$ cat src/logic/smcf_pkg.sv
`default_nettype none
package smcf_pkg;

   // ======================================================================
   // Register map (byte addresses)
   // ======================================================================
   localparam logic [7:0] SMCF_CTRL_OFF = 8'h00;
   localparam logic [7:0] SMCF_LEN_OFF  = 8'h04;
   localparam logic [7:0] SMCF_MPOS_OFF = 8'h08;
   localparam logic [7:0] SMCF_XOFF_OFF = 8'h0C;
   localparam logic [7:0] SMCF_EXTF_OFF = 8'h10;
   localparam logic [7:0] SMCF_STAT_OFF = 8'h14;
   localparam logic [7:0] SMCF_PT_OFF   = 8'h18;

   // ======================================================================
   // Control field positions
   // ======================================================================
   localparam int SMCF_B_MK_EN   = 0;
   localparam int SMCF_B_MK_SRC  = 1;
   localparam int SMCF_B_MK_SHP  = 2;
   localparam int SMCF_B_COMMON  = 3;
   localparam int SMCF_B_RUN1    = 4;
   localparam int SMCF_B_TRG_EXT = 6;
   localparam int SMCF_B_FN_ARB  = 7;
   localparam int SMCF_B_P1_EXT  = 8;
   localparam int SMCF_B_P2_EXT  = 9;
   localparam int SMCF_B_DIV     = 12;
   localparam int SMCF_B_RUN2    = 16;

   // ======================================================================
   // Reset values and marker geometry
   // ======================================================================
   localparam logic [31:0] SMCF_CTRL_RST = 32'h0000_0000;
   localparam logic [15:0] SMCF_LEN_RST  = 16'h0040;
   localparam logic [15:0] SMCF_MPOS_RST = 16'h0000;
   localparam logic [15:0] SMCF_XOFF_RST = 16'h0000;
   localparam logic [31:0] SMCF_EXTF_RST = 32'h0000_0000;
   localparam int          SMCF_PULSE_PTS = 16;
   localparam int          SMCF_POS_STEP  = 32;
   localparam int          SMCF_WC_PTS    = 16;
   localparam logic [3:0]  SMCF_DIV_MAX   = 4'h8;

   typedef enum logic [1:0] {
      SMCF_CONT,
      SMCF_TRIG,
      SMCF_GATE
   } smcf_run_t;

endpackage : smcf_pkg
`default_nettype wire

$ cat src/logic/smcf_div.sv
`timescale 1ns/1ps
`default_nettype none
module smcf_div
   import smcf_pkg::*;
(
   input  wire logic       mclk,
   input  wire logic       rst,
   input  wire logic       tick_in,
   input  wire logic [3:0] exp_sel,
   output logic            tick_out
);
   logic [7:0] cnt_r;
   logic [7:0] cnt_nxt;
   logic [2:0] bit_sel;

   // ======================================================================
   // Binary counter, one bit chosen as the divided clock
   // ======================================================================
   always_comb begin
      cnt_nxt = tick_in ? cnt_r + 8'h01 : cnt_r;
      bit_sel = exp_sel[2:0] - 3'h1;
      if (exp_sel == 4'h0) begin
         tick_out = tick_in;
      end else if (exp_sel == SMCF_DIV_MAX) begin
         // Falling edge of bit 7 of the counter
         tick_out = tick_in & cnt_r[7] & ~cnt_nxt[7];
      end else begin
         tick_out = tick_in & cnt_r[bit_sel] & ~cnt_nxt[bit_sel];
      end
   end

   always_ff @(posedge mclk) begin
      if (rst) begin
         cnt_r <= 8'h00;
      end else begin
         cnt_r <= cnt_nxt;
      end
   end
endmodule : smcf_div
`default_nettype wire

$ cat src/logic/smcf_top.sv
// How it works
// Button acts only with external trigger source
// Triggered mode: each press plays one waveform
// Gated mode: play while held, stop on release
// Marker output off after every reset
// Marker on lights indicator; off drives low
// Marker source picks first or second pair
// Pulse or complete shape; pulse 16 points
// Waveform-complete marker width and place fixed
// Pulse position programmable in 32-point steps
// Pulse defaults to first waveform point
// Pair shares clock; separate pairs unsynchronised
// Common feed: one clock, one run mode
// Common feed blocks second pair clock settings
// Cross-pair offset editable only in common
// Signed start offset limited to waveform length
// External clock only in arbitrary or sequence
// Frequency setting active once any pair external
// First pair source change leaves second alone
// First pair divides external clock by 2^n
// One external clock input feeds all channels
// Divider is counter, exponent picks bit
// Pulse from point counter versus position
//
// Local design decisions: the address map and the APB slave port.
`timescale 1ns/1ps
`default_nettype none
module smcf_top
   import smcf_pkg::*;
#(
   parameter int LEN_W = 16
) (
   input  wire logic        mclk,
   input  wire logic        rst,
   input  wire logic        psel,
   input  wire logic        penable,
   input  wire logic        pwrite,
   input  wire logic [7:0]  paddr,
   input  wire logic [31:0] pwdata,
   output logic             pready,
   output logic [31:0]      prdata,
   output logic             pslverr,
   input  wire logic        manual_push_button,
   input  wire logic        ext_sample_clock,
   output logic             marker_out,
   output logic             marker_led,
   output logic             pair1_run,
   output logic             pair2_run
);
   initial begin
      if (LEN_W != 16) $error("LEN_W must be 16");
   end

   // ======================================================================
   // Pin synchronisers (three stages, second and third must agree)
   // ======================================================================
   logic [2:0] btn_s_r, clk_s_r;
   logic [2:0] btn_s_nxt, clk_s_nxt;
   logic       btn_r, btn_nxt, eck_r, eck_nxt;

   always_comb begin
      btn_s_nxt = {btn_s_r[1:0], manual_push_button};
      clk_s_nxt = {clk_s_r[1:0], ext_sample_clock};
      btn_nxt   = (btn_s_r[1] == btn_s_r[2]) ? btn_s_r[2] : btn_r;
      eck_nxt   = (clk_s_r[1] == clk_s_r[2]) ? clk_s_r[2] : eck_r;
   end

   always_ff @(posedge mclk) begin
      if (rst) begin
         btn_s_r <= 3'h0;
         clk_s_r <= 3'h0;
         btn_r   <= 1'b0;
         eck_r   <= 1'b0;
      end else begin
         btn_s_r <= btn_s_nxt;
         clk_s_r <= clk_s_nxt;
         btn_r   <= btn_nxt;
         eck_r   <= eck_nxt;
      end
   end

   logic btn_press, ext_tick;
   assign btn_press = btn_nxt & ~btn_r;
   assign ext_tick  = eck_nxt & ~eck_r;

   // ======================================================================
   // APB register file
   // ======================================================================
   logic [31:0] ctrl_r, ctrl_nxt, extf_r, extf_nxt;
   logic [15:0] len_r, len_nxt, mpos_r, mpos_nxt, xoff_r, xoff_nxt;
   logic        wr_en;
   logic [31:0] wctl;
   logic signed [16:0] woff;

   assign wr_en  = psel & penable & pwrite;
   assign pready = 1'b1;
   assign woff   = $signed({pwdata[15], pwdata[15:0]});

   always_comb begin
      ctrl_nxt = ctrl_r;
      len_nxt  = len_r;
      mpos_nxt = mpos_r;
      xoff_nxt = xoff_r;
      extf_nxt = extf_r;
      wctl     = pwdata;
      if (ctrl_r[SMCF_B_COMMON] && wctl[SMCF_B_COMMON]) begin
         // Second pair settings frozen while fed in common
         wctl[SMCF_B_P2_EXT] = ctrl_r[SMCF_B_P2_EXT];
         wctl[SMCF_B_RUN2+:2] = ctrl_r[SMCF_B_RUN2+:2];
      end
      // Applied last so a held second-pair source cannot outlive
      // the function mode that allows it
      if (!wctl[SMCF_B_FN_ARB]) begin
         wctl[SMCF_B_P1_EXT] = 1'b0;
         wctl[SMCF_B_P2_EXT] = 1'b0;
      end
      if (wr_en) begin
         if (paddr == SMCF_CTRL_OFF) begin
            ctrl_nxt = wctl;
         end else if (paddr == SMCF_LEN_OFF) begin
            if (pwdata[15:0] != 16'h0000) len_nxt = pwdata[15:0];
         end else if (paddr == SMCF_MPOS_OFF) begin
            mpos_nxt = pwdata[15:0];
         end else if (paddr == SMCF_XOFF_OFF) begin
            if (ctrl_r[SMCF_B_COMMON]
                && ((woff < 0) ? -woff : woff) < $signed({1'b0, len_r}))
               xoff_nxt = pwdata[15:0];
         end else if (paddr == SMCF_EXTF_OFF) begin
            if (ctrl_r[SMCF_B_P1_EXT] | ctrl_r[SMCF_B_P2_EXT])
               extf_nxt = pwdata;
         end
      end
      if (ctrl_nxt[SMCF_B_DIV+:4] > SMCF_DIV_MAX)
         ctrl_nxt[SMCF_B_DIV+:4] = SMCF_DIV_MAX;
      if (ctrl_nxt[SMCF_B_RUN1+:2] == 2'h3) ctrl_nxt[SMCF_B_RUN1+:2] = 2'h0;
      if (ctrl_nxt[SMCF_B_RUN2+:2] == 2'h3) ctrl_nxt[SMCF_B_RUN2+:2] = 2'h0;
   end

   always_ff @(posedge mclk) begin
      if (rst) begin
         ctrl_r <= SMCF_CTRL_RST;
         len_r  <= SMCF_LEN_RST;
         mpos_r <= SMCF_MPOS_RST;
         xoff_r <= SMCF_XOFF_RST;
         extf_r <= SMCF_EXTF_RST;
      end else begin
         ctrl_r <= ctrl_nxt;
         len_r  <= len_nxt;
         mpos_r <= mpos_nxt;
         xoff_r <= xoff_nxt;
         extf_r <= extf_nxt;
      end
   end

   // ======================================================================
   // Sample-clock feeds
   // ======================================================================
   logic common, tick1, tick2, div_tick;
   smcf_run_t mode1, mode2;
   assign common = ctrl_r[SMCF_B_COMMON];
   assign mode1  = smcf_run_t'(ctrl_r[SMCF_B_RUN1+:2]);
   assign mode2  = common ? mode1
                          : smcf_run_t'(ctrl_r[SMCF_B_RUN2+:2]);

   smcf_div u_div (
      .mclk     (mclk),
      .rst      (rst),
      .tick_in  (ext_tick),
      .exp_sel  (ctrl_r[SMCF_B_DIV+:4]),
      .tick_out (div_tick)
   );

   // Internal feed modelled as one point per system clock
   assign tick1 = ctrl_r[SMCF_B_P1_EXT] ? div_tick : 1'b1;
   assign tick2 = common ? tick1
                : (ctrl_r[SMCF_B_P2_EXT] ? ext_tick : 1'b1);

   // ======================================================================
   // Run control and point counters
   // ======================================================================
   logic        btn_ok, shot1_r, shot1_nxt, shot2_r, shot2_nxt;
   logic        run1, run2;
   logic [15:0] pt1_r, pt1_nxt, pt2_r, pt2_nxt, last;
   assign btn_ok = ctrl_r[SMCF_B_TRG_EXT];
   assign last   = len_r - 16'h0001;

   always_comb begin
      shot1_nxt = shot1_r;
      shot2_nxt = shot2_r;
      if (tick1 && pt1_r == last) shot1_nxt = 1'b0;
      if (tick2 && pt2_r == last) shot2_nxt = 1'b0;
      // A press in the closing cycle starts the next waveform
      if (btn_press && btn_ok && mode1 == SMCF_TRIG) shot1_nxt = 1'b1;
      if (btn_press && btn_ok && mode2 == SMCF_TRIG) shot2_nxt = 1'b1;
      case (mode1)
         SMCF_CONT: run1 = 1'b1;
         SMCF_TRIG: run1 = shot1_r;
         SMCF_GATE: run1 = btn_r & btn_ok;
         default:   run1 = 1'b0;
      endcase
      case (mode2)
         SMCF_CONT: run2 = 1'b1;
         SMCF_TRIG: run2 = shot2_r;
         SMCF_GATE: run2 = btn_r & btn_ok;
         default:   run2 = 1'b0;
      endcase
      if (!run1) pt1_nxt = 16'h0000;
      else if (tick1) pt1_nxt = (pt1_r >= last) ? 16'h0000 : pt1_r + 16'h0001;
      else pt1_nxt = pt1_r;
      if (!run2) pt2_nxt = 16'h0000;
      else if (tick2) pt2_nxt = (pt2_r >= last) ? 16'h0000 : pt2_r + 16'h0001;
      else pt2_nxt = pt2_r;
   end

   always_ff @(posedge mclk) begin
      if (rst) begin
         shot1_r <= 1'b0;
         shot2_r <= 1'b0;
         pt1_r   <= 16'h0000;
         pt2_r   <= 16'h0000;
      end else begin
         shot1_r <= shot1_nxt;
         shot2_r <= shot2_nxt;
         pt1_r   <= pt1_nxt;
         pt2_r   <= pt2_nxt;
      end
   end

   // Common feed: second pair point is first pair point shifted
   logic signed [17:0] sh;
   logic [15:0]        pt2_eff;
   always_comb begin
      sh = $signed({2'b00, pt1_r}) + $signed({{2{xoff_r[15]}}, xoff_r});
      if (sh < 0) sh = sh + $signed({2'b00, len_r});
      else if (sh >= $signed({2'b00, len_r})) sh = sh - $signed({2'b00, len_r});
      pt2_eff = common ? sh[15:0] : pt2_r;
   end

   // ======================================================================
   // Marker generator
   // ======================================================================
   logic        mk_run, mk_tick, mk_raw, mk_r, mk_nxt;
   logic [15:0] mk_pt;
   logic [20:0] pstart, pt_ext;

   always_comb begin
      mk_run  = ctrl_r[SMCF_B_MK_SRC] ? (common ? run1 : run2) : run1;
      mk_tick = ctrl_r[SMCF_B_MK_SRC] ? tick2 : tick1;
      mk_pt   = ctrl_r[SMCF_B_MK_SRC] ? pt2_eff : pt1_r;
      pstart  = {mpos_r, 5'h00};
      pt_ext  = {5'h00, mk_pt};
      if (!ctrl_r[SMCF_B_MK_SHP]) begin
         mk_raw = mk_run && pt_ext >= pstart
                  && pt_ext < pstart + 21'(SMCF_PULSE_PTS);
      end else begin
         // Closing points of each waveform, never movable
         mk_raw = mk_run && {5'h00, mk_pt} + 21'(SMCF_WC_PTS)
                  >= {5'h00, len_r};
      end
      mk_nxt = ctrl_r[SMCF_B_MK_EN] & mk_raw;
   end

   always_ff @(posedge mclk) begin
      if (rst) begin
         mk_r <= 1'b0;
      end else begin
         mk_r <= mk_nxt;
      end
   end

   assign marker_out = mk_r;
   assign marker_led = ctrl_r[SMCF_B_MK_EN];
   assign pair1_run  = run1;
   assign pair2_run  = run2;

   // ======================================================================
   // Register read-back
   // ======================================================================
   always_comb begin
      prdata  = 32'h0000_0000;
      pslverr = 1'b0;
      if (paddr == SMCF_CTRL_OFF) begin
         prdata = ctrl_r;
      end else if (paddr == SMCF_LEN_OFF) begin
         prdata = {16'h0000, len_r};
      end else if (paddr == SMCF_MPOS_OFF) begin
         prdata = {16'h0000, mpos_r};
      end else if (paddr == SMCF_XOFF_OFF) begin
         prdata = {{16{xoff_r[15]}}, xoff_r};
      end else if (paddr == SMCF_EXTF_OFF) begin
         prdata = extf_r;
      end else if (paddr == SMCF_STAT_OFF) begin
         prdata = {28'h0000000, mk_r, btn_r, run2, run1};
      end else if (paddr == SMCF_PT_OFF) begin
         prdata = {pt2_eff, pt1_r};
      end else begin
         pslverr = psel & penable;
      end
   end
endmodule : smcf_top
`default_nettype wire

$ cat config.mk
export PLATFORM = sky130hd
export DESIGN_NAME = smcf_top
export DESIGN_NICKNAME = d
export VERILOG_FILES = /design/src/logic/smcf_pkg.sv /design/src/logic/smcf_div.sv /design/src/logic/smcf_top.sv
export SDC_FILE = /design/constraint.sdc
export NUM_CORES = 1
export LEC_CHECK = 0
export ABC_AREA = 1
export ABC_CLOCK_PERIOD_IN_PS = 7300
export BUFFER_PORTS_ARGS = -buffer_cell sky130_fd_sc_hd__buf_2
export CORE_ASPECT_RATIO = 0.75
export CORE_UTILIZATION = 50
export CTS_BUF_LIST = sky130_fd_sc_hd__clkbuf_4 sky130_fd_sc_hd__clkbuf_8
export DETAILED_ROUTE_END_ITERATION = 10
export PLACE_DENSITY = 0.68
export SYNTH_ARGS = -nofsm -noshare
export SYNTH_HDL_FRONTEND = slang
export SYNTH_SLANG_ARGS = --single-unit
$ cat constraint.sdc
create_clock -name mclk -period 7.3 [get_ports mclk]
set_clock_uncertainty 0.2 [all_clocks]
set_input_delay 0.73 -clock mclk [delete_from_list [all_inputs] [get_ports mclk]]
set_output_delay 0.73 -clock mclk [all_outputs]
set_load 0.02 [all_outputs]
* After elaboration in Yosys (flattened, before gate mapping)
Index checks and enable logic that the tools add are counted.
Word-level totals: register bits after elaboration 163, input bits 47, output and inout bits 38, word-level logic and storage cells 158
Operators by class: add/subtract/negate cells 11, $lt $le $gt $ge 11, eq/ne operators 18, mux-type cells 49, bitwise logic cells 21, reduce and logical (&&, ||, !) cells 28
Operators with widths (count):
- 32-bit 2-to-1 mux | 7
- 16-bit 2-to-1 mux | 6
- 18-bit 2-to-1 mux | 2
- 16-bit by 1-bit adder with 16-bit output, second input constant | 2
- 16-bit equality test | 2
- 16-bit greater-or-equal comparator | 2
- 8-bit by 5-bit equality test with 1-bit output, second input constant | 3
- 1-bit 2-to-1 mux | 24
- 21-bit by 5-bit adder with 21-bit output, second input constant | 1
- 16-bit by 21-bit greater-or-equal comparator with 1-bit output | 1
- 16-bit by 21-bit < comparator with 1-bit output | 1
- 17-bit by 16-bit adder with 18-bit output | 1
- 18-bit by 17-bit greater-or-equal comparator with 1-bit output | 1
- 18-bit by 1-bit < comparator with 1-bit output, second input constant | 1
- 16-bit by 5-bit adder with 17-bit output, second input constant | 1
- 17-bit by 16-bit greater-or-equal comparator with 1-bit output | 1
- 17-bit < comparator | 1
- 17-bit 2-to-1 mux | 1
- 16-bit negation with 17-bit output | 1
- 16-bit adder | 1
- 8-bit by 4-bit equality test with 1-bit output, second input constant | 2
- 16-bit by 1-bit < comparator with 1-bit output, second input constant | 1
- 16-bit nonzero test | 1
- 16-bit by 1-bit subtractor with 16-bit output, second input constant | 1
- other kinds (30) | 73

* Longest topological paths before layout
Gate-level depths: netlist (run 1).
depth in word-level cells 15, mapped depth 48, depth with buffers taken out 47

* Cells and area by module
A second synthesis (run 1) with hierarchy kept.
Unflattened totals: cell total of the unflattened synthesis 1970, area total of the unflattened synthesis 13217.7 µm²
Modules (own cells, without submodules):
- smcf_top | times used 1, cells each 1878, area each 12587.1 µm², sequential area each 3103.0 µm²
- smcf_div | times used 1, cells each 92, area each 630.6 µm², sequential area each 160.2 µm²

* Worst setup path before layout (run 1)
OpenSTA, ideal clock, no wires.
path type reg-to-reg, from register pt1_r[0], to register mk_r, in the netlist marker_out, setup time 115 ps, arrival time 5221 ps, required time 6985 ps, path slack 1764 ps, stages on the path, launching flop included 48, buffers on the path 1, clock period less this slack 5536 ps, cells stage by stage dfxtp_1 -> ha_1 -> fa_1 -> nand3_1 -> nand2_1 -> nand2_1 -> nand2_2 -> a21oi_1 -> o21ai_0 -> xor2_1 -> ha_1 -> buf_2 -> nand2_2 -> inv_2 -> nand2_1 -> inv_1 -> a21oi_2 -> nand2_2 -> (+12 left out) -> inv_1 -> nor2_2 -> inv_1 -> nor2_1 -> nor2_1 -> ha_1 -> nand2_1 -> nor2_1 -> nand3b_1 -> o2111ai_1 -> nand2_1 -> nand3_1 -> nand2_1 -> nand2_1 -> nand2_1 -> o311ai_0 -> a21oi_1 -> nor2_1
Between the ends: cells in the longest elaborated chain, start to end 11, elaborated cells on any way between the ends 18, those cells by class add/sub: 4; order compare: 5; mux: 5; bitwise: 1; reduce/logical: 3
Ends and longest elaborated chain:
- from (decl) | RTL line smcf_top.sv:183 | logic [15:0] pt1_r, pt1_nxt, pt2_r, pt2_nxt, last;
- from (signal assigned) | RTL line smcf_top.sv:224 | pt1_r <= pt1_nxt;
- 17-bit by 16-bit adder with 18-bit output | RTL line smcf_top.sv:233 | sh = $signed({2'b00, pt1_r}) + $signed({{2{xoff_r[15]}}, xoff_r});
- 16-bit subtractor / 18-bit by 17-bit greater-or-equal comparator with 1-bit output (equally long branches) | RTL line smcf_top.sv:235 | else if (sh >= $signed({2'b00, len_r})) sh = sh - $signed({2'b00, len_r});
- 16-bit 2-to-1 mux | RTL line smcf_top.sv:235
- 16-bit 2-to-1 mux | RTL line smcf_top.sv:234 | if (sh < 0) sh = sh + $signed({2'b00, len_r});
- 16-bit 2-to-1 mux | RTL line smcf_top.sv:236 | pt2_eff = common ? sh[15:0] : pt2_r;
- 16-bit 2-to-1 mux * | RTL line smcf_top.sv:249 | mk_pt = ctrl_r[SMCF_B_MK_SRC] ? pt2_eff : pt1_r;
- 16-bit by 5-bit adder with 17-bit output / 16-bit by 21-bit greater-or-equal comparator with 1-bit output (equally long branches) | RTL line smcf_top.sv:257, smcf_top.sv:253
- 17-bit by 16-bit greater-or-equal comparator with 1-bit output / 1-bit logical AND (equally long branches) | RTL line smcf_top.sv:258, smcf_top.sv:253
- 1-bit logical AND (on tied branches) | RTL line smcf_top.sv:257, smcf_top.sv:254
- 1-bit 2-to-1 mux * | RTL line smcf_top.sv:252 | if (!ctrl_r[SMCF_B_MK_SHP]) begin
- 1-bit AND * | RTL line smcf_top.sv:260 | mk_nxt = ctrl_r[SMCF_B_MK_EN] & mk_raw;
- to (signal assigned) | RTL line smcf_top.sv:267 | mk_r <= mk_nxt;
- to (decl) | RTL line smcf_top.sv:242 | logic mk_run, mk_tick, mk_raw, mk_r, mk_nxt;
Mark *: on every way between the ends. The rest lies on a longest branch, timed or not. A chain may end at the register's enable or synchronous reset.

* Final worst setup path (run 1)
Same ends and word-level chain as after synthesis.

==> reports/qor.tcl, run 1 <==
set qor(finalWorstSetupSlack_ps) 756
set qor(post_route_cells_drive_above_1_share_pct) 9.16
set qor(synth.top_cells.by_area) {dfxtp_1 (24%), ha_1 (12%), nand2_1 (12%)}
set qor(drt_first_pass_iters) 6
set qor(cts_buffer_count) 17
set qor(reg2reg_setup_slack_ps) 760
set qor(total_leakage_power_nw) 7.03
set qor(worst_hold_path.endpoint) {clk_s_r[1]$_SDFF_PP0_}
set qor(grt_start_max_net_pins) 91
set qor(grt_first_pass_wirelength_mm) 77.9
set qor(worst_max_slew_pin_slew_ps) 1210
set qor(synth-seq-area-share_pct) 24.0
set qor(globalRouteTotalUtil_pct) 37.0
set qor(tritoncts) {done}
set qor(clock.fmax_ghz) 0.153
set qor(critical-path-slowest-cell) {fa_1}
set qor(fin_nets) 2298
set qor(drt_iter0_drc) 1845
set qor(holdWs_ps) 213
set qor(critical_path.max_fanout) 17
set qor(synthesized_area_per_cell_um2) 6.56
set qor(clock_sink_count) 163
set qor(power.ir.vdd_worst_v) 0.000121
set qor(critical_path.reg2reg.endpoint) {marker_out$_SDFF_PP0_}
set qor(run_status) {finished clean}
set qor(worst_setup_path_start_kind) {register}
set qor(die-width_um) 193
set qor(design.die.area_mm2) 0.0279
set qor(worst_path_largest_cell_delay_ps) 430
set qor(yosys.cell_types.count) 62
set qor(drtAntennaViolNets) 0
set qor(rr_startpoint) {pt1_r[0]$_SDFFE_PP0N_}
set qor(via_count_of_the_first_global_routing_pass) 13000
set qor(clockBufferDepth) 2
set qor(grt_antenna_before_repair) 0
set qor(detailedPlacementHpwl_mm) 40.1
set qor(cts-hold-fix-buffers) 0
set qor(power.net_switching_mw) 0.545
set qor(detailroute.via_count) 14700
set qor(antenna_cells_inserted) 0
set qor(grt_overflow) 0
set qor(final_hold_viol_count) 0
set qor(critical-path-top-cell-by-count) {nand2_1}
set qor(asr_flop_ratio_synth_pct) 0
set qor(areaGrowthSynthToFinish_pct) 7.37
set qor(slew_headroom_pct) 19.1
set qor(post-route-min-period_ps) 6540
set qor(die_h_um) 145
set qor(gp_congestion) 0.994
set qor(synth.net_count) 2257
set qor(initial_core_util_pct) 51.7
set qor(power.switching_fraction_pct) 30.6
set qor(syn_inst_count) 2076
set qor(critical-path-top-delay-family) {simple AND/OR/NAND/NOR gates}
set qor(cts_repair_resize_count) 0
set qor(cts_post_setup_buffers_inserted) 0
set qor(worstSetupEndpointType) {register}
set qor(power.sequential.fraction_pct) 50.5
set qor(report.final.setup_viol) 0
set qor(p_per_area_mw_per_mm2) 122
set qor(worst-setup-path-type) {reg2reg}
set qor(power.clock.fraction_pct) 41.4
set qor(finalSetupTns_ps) 0
set qor(pre_cts_slack_ps) 876
set qor(postRouteWirelength_mm) 51.7
set qor(layout.filler_cells) 2691
set qor(synth.ff_latch_count) 163
set qor(maxCapViolCount) 0
set qor(hold_crit_path_type) {reg2reg}
set qor(worstHoldPathCells) 2
set qor(cts.root.buffer_cell) {clkbuf_8}
set qor(ys_dominant_reg_cell) {dfxtp_1}
set qor(routed_wl_per_cell_um) 20.9
set qor(synth_area_leader_cell) {dfxtp_1}
set qor(htreeDepth) 4
set qor(synth_top_cell_area_share_pct) 24.0
set qor(cts.reportedPaths.clkPinSlew_ps) 120
set qor(insertion_delay_ps) 500
set qor(cell_area_synth_mm2) 0.0136
set qor(rsz0062_at_grt) {no}
set qor(power_report.internal_total_mw) 1.23
set qor(r2r.worst_path.cells) 46
set qor(hp-start) {clk_s_r[0]$_SDFF_PP0_}
set qor(slew_viol_final) 0
set qor(drcViolationCount) 0
set qor(core-area_mm2) 0.0264
set qor(critical_path_buf_inv_count) 6
set qor(port_buffers) 83
set qor(data_arrival_time_of_the_worst_path_ps) 6730
set qor(report.power.total_mw) 1.78
set qor(timing.final.crit_share_pct) 89.6
set qor(boundaryPins) 85
set qor(edff_count_synth) 0
set qor(critical_path_required_ps) 7490
set qor(power.combinational.fraction_pct) 8.1
set qor(rows) 51
set qor(avgViaCountPerCell) 5.93
set qor(yosysWarningCount) 0
layer usage:
| layer | wire (um) | track usage, % | up-vias |
|---|---|---|---|
| met5 | 0 | 0 | - |
| met4 | 1950 | 14.3 | 0 |
| met3 | 6490 | 8.42 | 105 |
| met2 | 19900 | 49.2 | 894 |
| met1 | 23300 | 56.3 | 6716 |
| li1 | - | - | 6961 |
worst max path at each step:
stage / startpoint / end / slack [ps] / depth (start not counted)
after floorplan: pt1_r[0]$_SDFFE_PP0N_ / marker_out$_SDFF_PP0_ / 1760 / 47
after global placement: pt1_r[0]$_SDFFE_PP0N_ / marker_out$_SDFF_PP0_ / 1090 / 46
after detailed placement: pt1_r[0]$_SDFFE_PP0N_ / marker_out$_SDFF_PP0_ / 880 / 46
after CTS: pt1_r[0]$_SDFFE_PP0N_ / marker_out$_SDFF_PP0_ / 870 / 46
after global routing: pt1_r[0]$_SDFFE_PP0N_ / marker_out$_SDFF_PP0_ / 240 / 46
final: pt1_r[0]$_SDFFE_PP0N_ / marker_out$_SDFF_PP0_ / 760 / 46
Yosys cell counts (all sizes together) (16+ instances only):
| library cell | instances |
|---|---|
| a21oi | 193 |
| a221oi | 16 |
| buf | 23 |
| clkbuf | 54 |
| dfxtp | 163 |
| ha | 131 |
| inv | 263 |
| nand2 | 456 |
| nand3 | 138 |
| nand4 | 25 |
| nor2 | 215 |
| nor3 | 45 |
| o21ai | 161 |
| xor2 | 74 |
area by class of cell:
| cell class | count | area (um2) | share of cell area [%] |
|---|---|---|---|
| clock buffers | 17 | 234 | 1.60 |
| clock inverters | 14 | 181 | 1.24 |
| inverters | 266 | 1000 | 6.86 |
| multi-input cells | 1570 | 8970 | 61.4 |
| flip-flops and latches | 163 | 3260 | 22.3 |
| well taps | 344 | 430 | 2.94 |
| repair buffers | 99 | 536 | 3.66 |
sequential cells by signal (all words and copies together), names as in the netlist:
register,flops
btn_s_r,3
btn_r,1
u_div.cnt_r,8
extf_r,32
clk_s_r,3
shot1_r,1
ctrl_r,32
xoff_r,16
len_r,16
pt2_r,16
shot2_r,1
eck_r,1
mpos_r,16
marker_out,1
pt1_r,16
worst reg2reg max path: cells and delay by family (launching register included):
kind	cells	cell delay (ps)
compound gates	7	1190
flops	1	370
xor+xnor	1	280
buf+inv	6	430
simple gates	27	2480
fa+ha+maj	5	1500
power by group through the flow:
stage / Combinational [mW] / Sequential (mW) / Clock [mW]
floorplan: 0.0881 / 0.918 / 0
global placement: 0.137 / 0.919 / 0
detailed placement: 0.138 / 0.919 / 0
CTS: 0.139 / 0.899 / 0.742
global route: 0.158 / 0.900 / 0.773
finish: 0.143 / 0.899 / 0.738
kinds of logic (layout without fill, tap and decap cells):
group                      after synthesis  after routing  synth area share, %
and+or+nand+nor                        906            906                 29.4
buffers and inverters                  343            396                 10.2
adders and majority gates              134            134                 12.5
other                                    1              1               0.0275
xor gates and xnor gates                82             82                 5.28
DFF                                    163            163                 24.0
AOI/OAI and AO/OA                      446            446                 18.5
muxes                                    1              1               0.0735
stage by stage:
step,area [um2],instances,utilization [%]
2_1_floorplan,13600,2076,-
3_3_place_gp,14200,2442,53.9
3_5_place_dp,14200,2442,53.9
4_1_cts,14600,2473,55.5
5_1_grt,14600,2473,55.5
6_report,14600,2473,55.5
cell usage in the layout (no fill, tap or decap), drive strengths merged, types with 8 or more instances in the layout:
cell,n
nor3,45
xor2,74
a211oi,9
ha,131
o21bai,9
buf,99
nand4,25
o21ai,161
nand3,138
o2111ai,14
clkbuf,17
nand2,456
o211ai,11
inv,273
a21oi,193
a22oi,10
dfxtp,163
a221oi,16
nor4,8
xnor2,8
nor2,215
Note: power is estimated with default switching activity, not from simulation.
==> inputs of run 2 (changes only) <==
- CTS_BUF_LIST: sky130_fd_sc_hd__clkbuf_4 sky130_fd_sc_hd__clkbuf_8 -> sky130_fd_sc_hd__clkbuf_8 sky130_fd_sc_hd__clkbuf_16
==> run 2 against run 1 <==
  * Sequential share of layout area decreased by 0.29 points
  * Register-to-register slack worse by 30 ps
  * Sequential cell count is the same
  * Routed wire length increased by 0.23%
==> reports/qor.tcl, run 2 (synthesis gave the netlist of run 1 again) <==
set qor(run_status) {finished clean}
set qor(data_arrival_time_of_the_worst_path_ps) 6720 ;# about the same
set qor(power.combinational.fraction_pct) 7.2 ;# -0.9 points
set qor(power_report.internal_total_mw) 1.44 ;# +16%
set qor(worstSetupEndpointType) {register}
set qor(critical-path-slowest-cell) {fa_1}
set qor(insertion_delay_ps) 450 ;# -50 ps
set qor(globalRouteTotalUtil_pct) 37.3 ;# +0.23 points
set qor(power.ir.vdd_worst_v) 0.000181 ;# +49%
set qor(power.net_switching_mw) 0.572 ;# +5.0%
set qor(port_buffers) 83 ;# unchanged
set qor(tritoncts) {done}
set qor(post-route-min-period_ps) 6570 ;# +26.6 ps
set qor(htreeDepth) 4 ;# unchanged
set qor(hold_crit_path_type) {reg2reg}
set qor(critical_path.max_fanout) 17 ;# unchanged
set qor(cts.root.buffer_cell) {clkbuf_16}
set qor(areaGrowthSynthToFinish_pct) 8.78
set qor(layout.filler_cells) 2671 ;# -0.74%
set qor(die_h_um) 145 ;# unchanged
set qor(grt_antenna_before_repair) 0 ;# unchanged
set qor(postLayoutCoreUtil_pct) 56.2 ;# +0.73 points
set qor(worst_path_largest_cell_delay_ps) 440 ;# about the same
set qor(drt_iter0_drc) 1813 ;# -1.7%
set qor(clock_sink_count) 163 ;# unchanged
set qor(clockBufferDepth) 2 ;# unchanged
set qor(mostFrequentLayoutCells) {nand2_1 (429), inv_1 (255), nor2_1 (205)}
set qor(p_per_area_mw_per_mm2) 136 ;# +11%
set qor(antenna_cells_inserted) 0 ;# unchanged
set qor(cts_post_setup_buffers_inserted) 0 ;# unchanged
set qor(avgViaCountPerCell) 5.96 ;# +0.50%
set qor(routed_wl_per_cell_um) 21.0 ;# +0.23%
set qor(clock.fmax_ghz) 0.152 ;# -0.41%
set qor(cts_buffer_count) 17 ;# unchanged
set qor(power.clock.fraction_pct) 48.1 ;# +6.7 points
set qor(critical-path-top-cell-by-count) {nand2_1}
set qor(power.sequential.fraction_pct) 44.7 ;# -5.8 points
set qor(postRouteWirelength_mm) 51.8 ;# +0.23%
set qor(total_leakage_power_nw) 7.12 ;# +1.2%
set qor(worst_setup_path_start_kind) {register}
set qor(gp_congestion) 0.994 ;# unchanged
set qor(drt_first_pass_iters) 8 ;# +2
set qor(timing.final.crit_share_pct) 90.0 ;# +0.36 points
set qor(worst_max_slew_pin_slew_ps) 1160 ;# -48.6 ps
set qor(grt_start_max_net_pins) 91 ;# unchanged
set qor(core-area_mm2) 0.0264 ;# unchanged
set qor(detailedPlacementHpwl_mm) 40.1 ;# unchanged
set qor(boundaryPins) 85 ;# unchanged
set qor(slew_viol_final) 0 ;# unchanged
set qor(rsz0062_at_grt) {no}
set qor(report.final.setup_viol) 0 ;# unchanged
set qor(cts-hold-fix-buffers) 0 ;# unchanged
set qor(cts_repair_resize_count) 0 ;# unchanged
set qor(final_hold_viol_count) 0 ;# unchanged
set qor(maxCapViolCount) 0 ;# unchanged
set qor(registers_with_the_most_flip_flops) {ctrl_r x32, extf_r x32}
set qor(mostFrequentLayoutCell) {nand2_1}
set qor(post_route_cells_drive_above_1_share_pct) 9.16 ;# unchanged
set qor(drtAntennaViolNets) 0 ;# unchanged
set qor(holdWs_ps) 206 ;# -6.32 ps
set qor(worst-setup-path-type) {reg2reg}
set qor(cts.reportedPaths.clkPinSlew_ps) 80 ;# -40 ps
set qor(initial_core_util_pct) 51.7 ;# unchanged
set qor(grt_first_pass_wirelength_mm) 78.3 ;# +0.52%
set qor(via_count_of_the_first_global_routing_pass) 13100 ;# +0.20%
set qor(drcViolationCount) 0 ;# unchanged
set qor(slew_headroom_pct) 22.3 ;# +3.3 points
set qor(fin_nets) 2298 ;# unchanged
set qor(critical_path_required_ps) 7450 ;# -40 ps
set qor(finalSetupTns_ps) 0 ;# unchanged
set qor(grt_overflow) 0 ;# unchanged
set qor(report.power.total_mw) 2.01 ;# +13%
set qor(power.switching_fraction_pct) 28.5 ;# -2.1 points
set qor(rows) 51 ;# unchanged
set qor(design.die.area_mm2) 0.0279 ;# unchanged
set qor(detailroute.via_count) 14800 ;# +0.50%
set qor(die-width_um) 193 ;# unchanged
[run 2: cell types whose count changed in the layout (fill, tap and decap cells not counted)]
cell       change
clkbuf_16     +17
clkbuf_8      -17
[run 2: layer usage]
layer / part of all wire (%) / GRT usage (%) / up-vias
li1: - / - / 6968
met1: 45 / 56.0 / 6816
met2: 39 / 50.0 / 875
met3: 13 / 9.51 / 91
met4: 3.4 / 13.4 / 0
met5: 0 / 0 / -
[run 2: power by group through the flow]
stage	clock network, mW	logic [mW]	registers, mW
finish	0.965	0.144	0.898
global route	1.00	0.158	0.899
CTS	0.968	0.140	0.898
detailed placement	0	0.138	0.919
global placement	0	0.137	0.919
floorplan	0	0.0881	0.918
[run 2: cell type report]
type                       instances  area [um2]  area share [%]
sequential                       163        3260            22.0
multi-input combinational       1570        8970            60.6
inverter                         266        1000            6.78
clock inverter                    14         181            1.23
timing repair buffer              99         536            3.62
tap                              344         430            2.91
clock buffer                      17         425            2.87
[run 2: metrics by stage]
step,cells,area [um2],setup slack [ps]
2_1_floorplan,2076,13600,1760
3_3_place_gp,2442,14200,1090
3_5_place_dp,2442,14200,876
4_1_cts,2473,14800,847
5_1_grt,2473,14800,222
6_report,2473,14800,729
[run 2: path summary, 6_finish.rpt]
kind	end	startpoint	cells past startpoint	slack, ps
min reg2reg	clk_s_r[1]$_SDFF_PP0_	clk_s_r[0]$_SDFF_PP0_	2	210
min	clk_s_r[1]$_SDFF_PP0_	clk_s_r[0]$_SDFF_PP0_	2	210
max	marker_out$_SDFF_PP0_	pt1_r[0]$_SDFFE_PP0N_	46	730
max reg2reg	marker_out$_SDFF_PP0_	pt1_r[0]$_SDFFE_PP0N_	46	730
[run 2: critical path, delay by kind of cell, from the launching register on]
kind	cells	cell delay, ps
XOR/XNOR	1	270
flip-flops	1	350
adder cells (fa/ha/maj)	5	1510
AO/OA/AOI/OAI	7	1200
AND/OR/NAND/NOR	27	2530
buffers and inverters	6	440
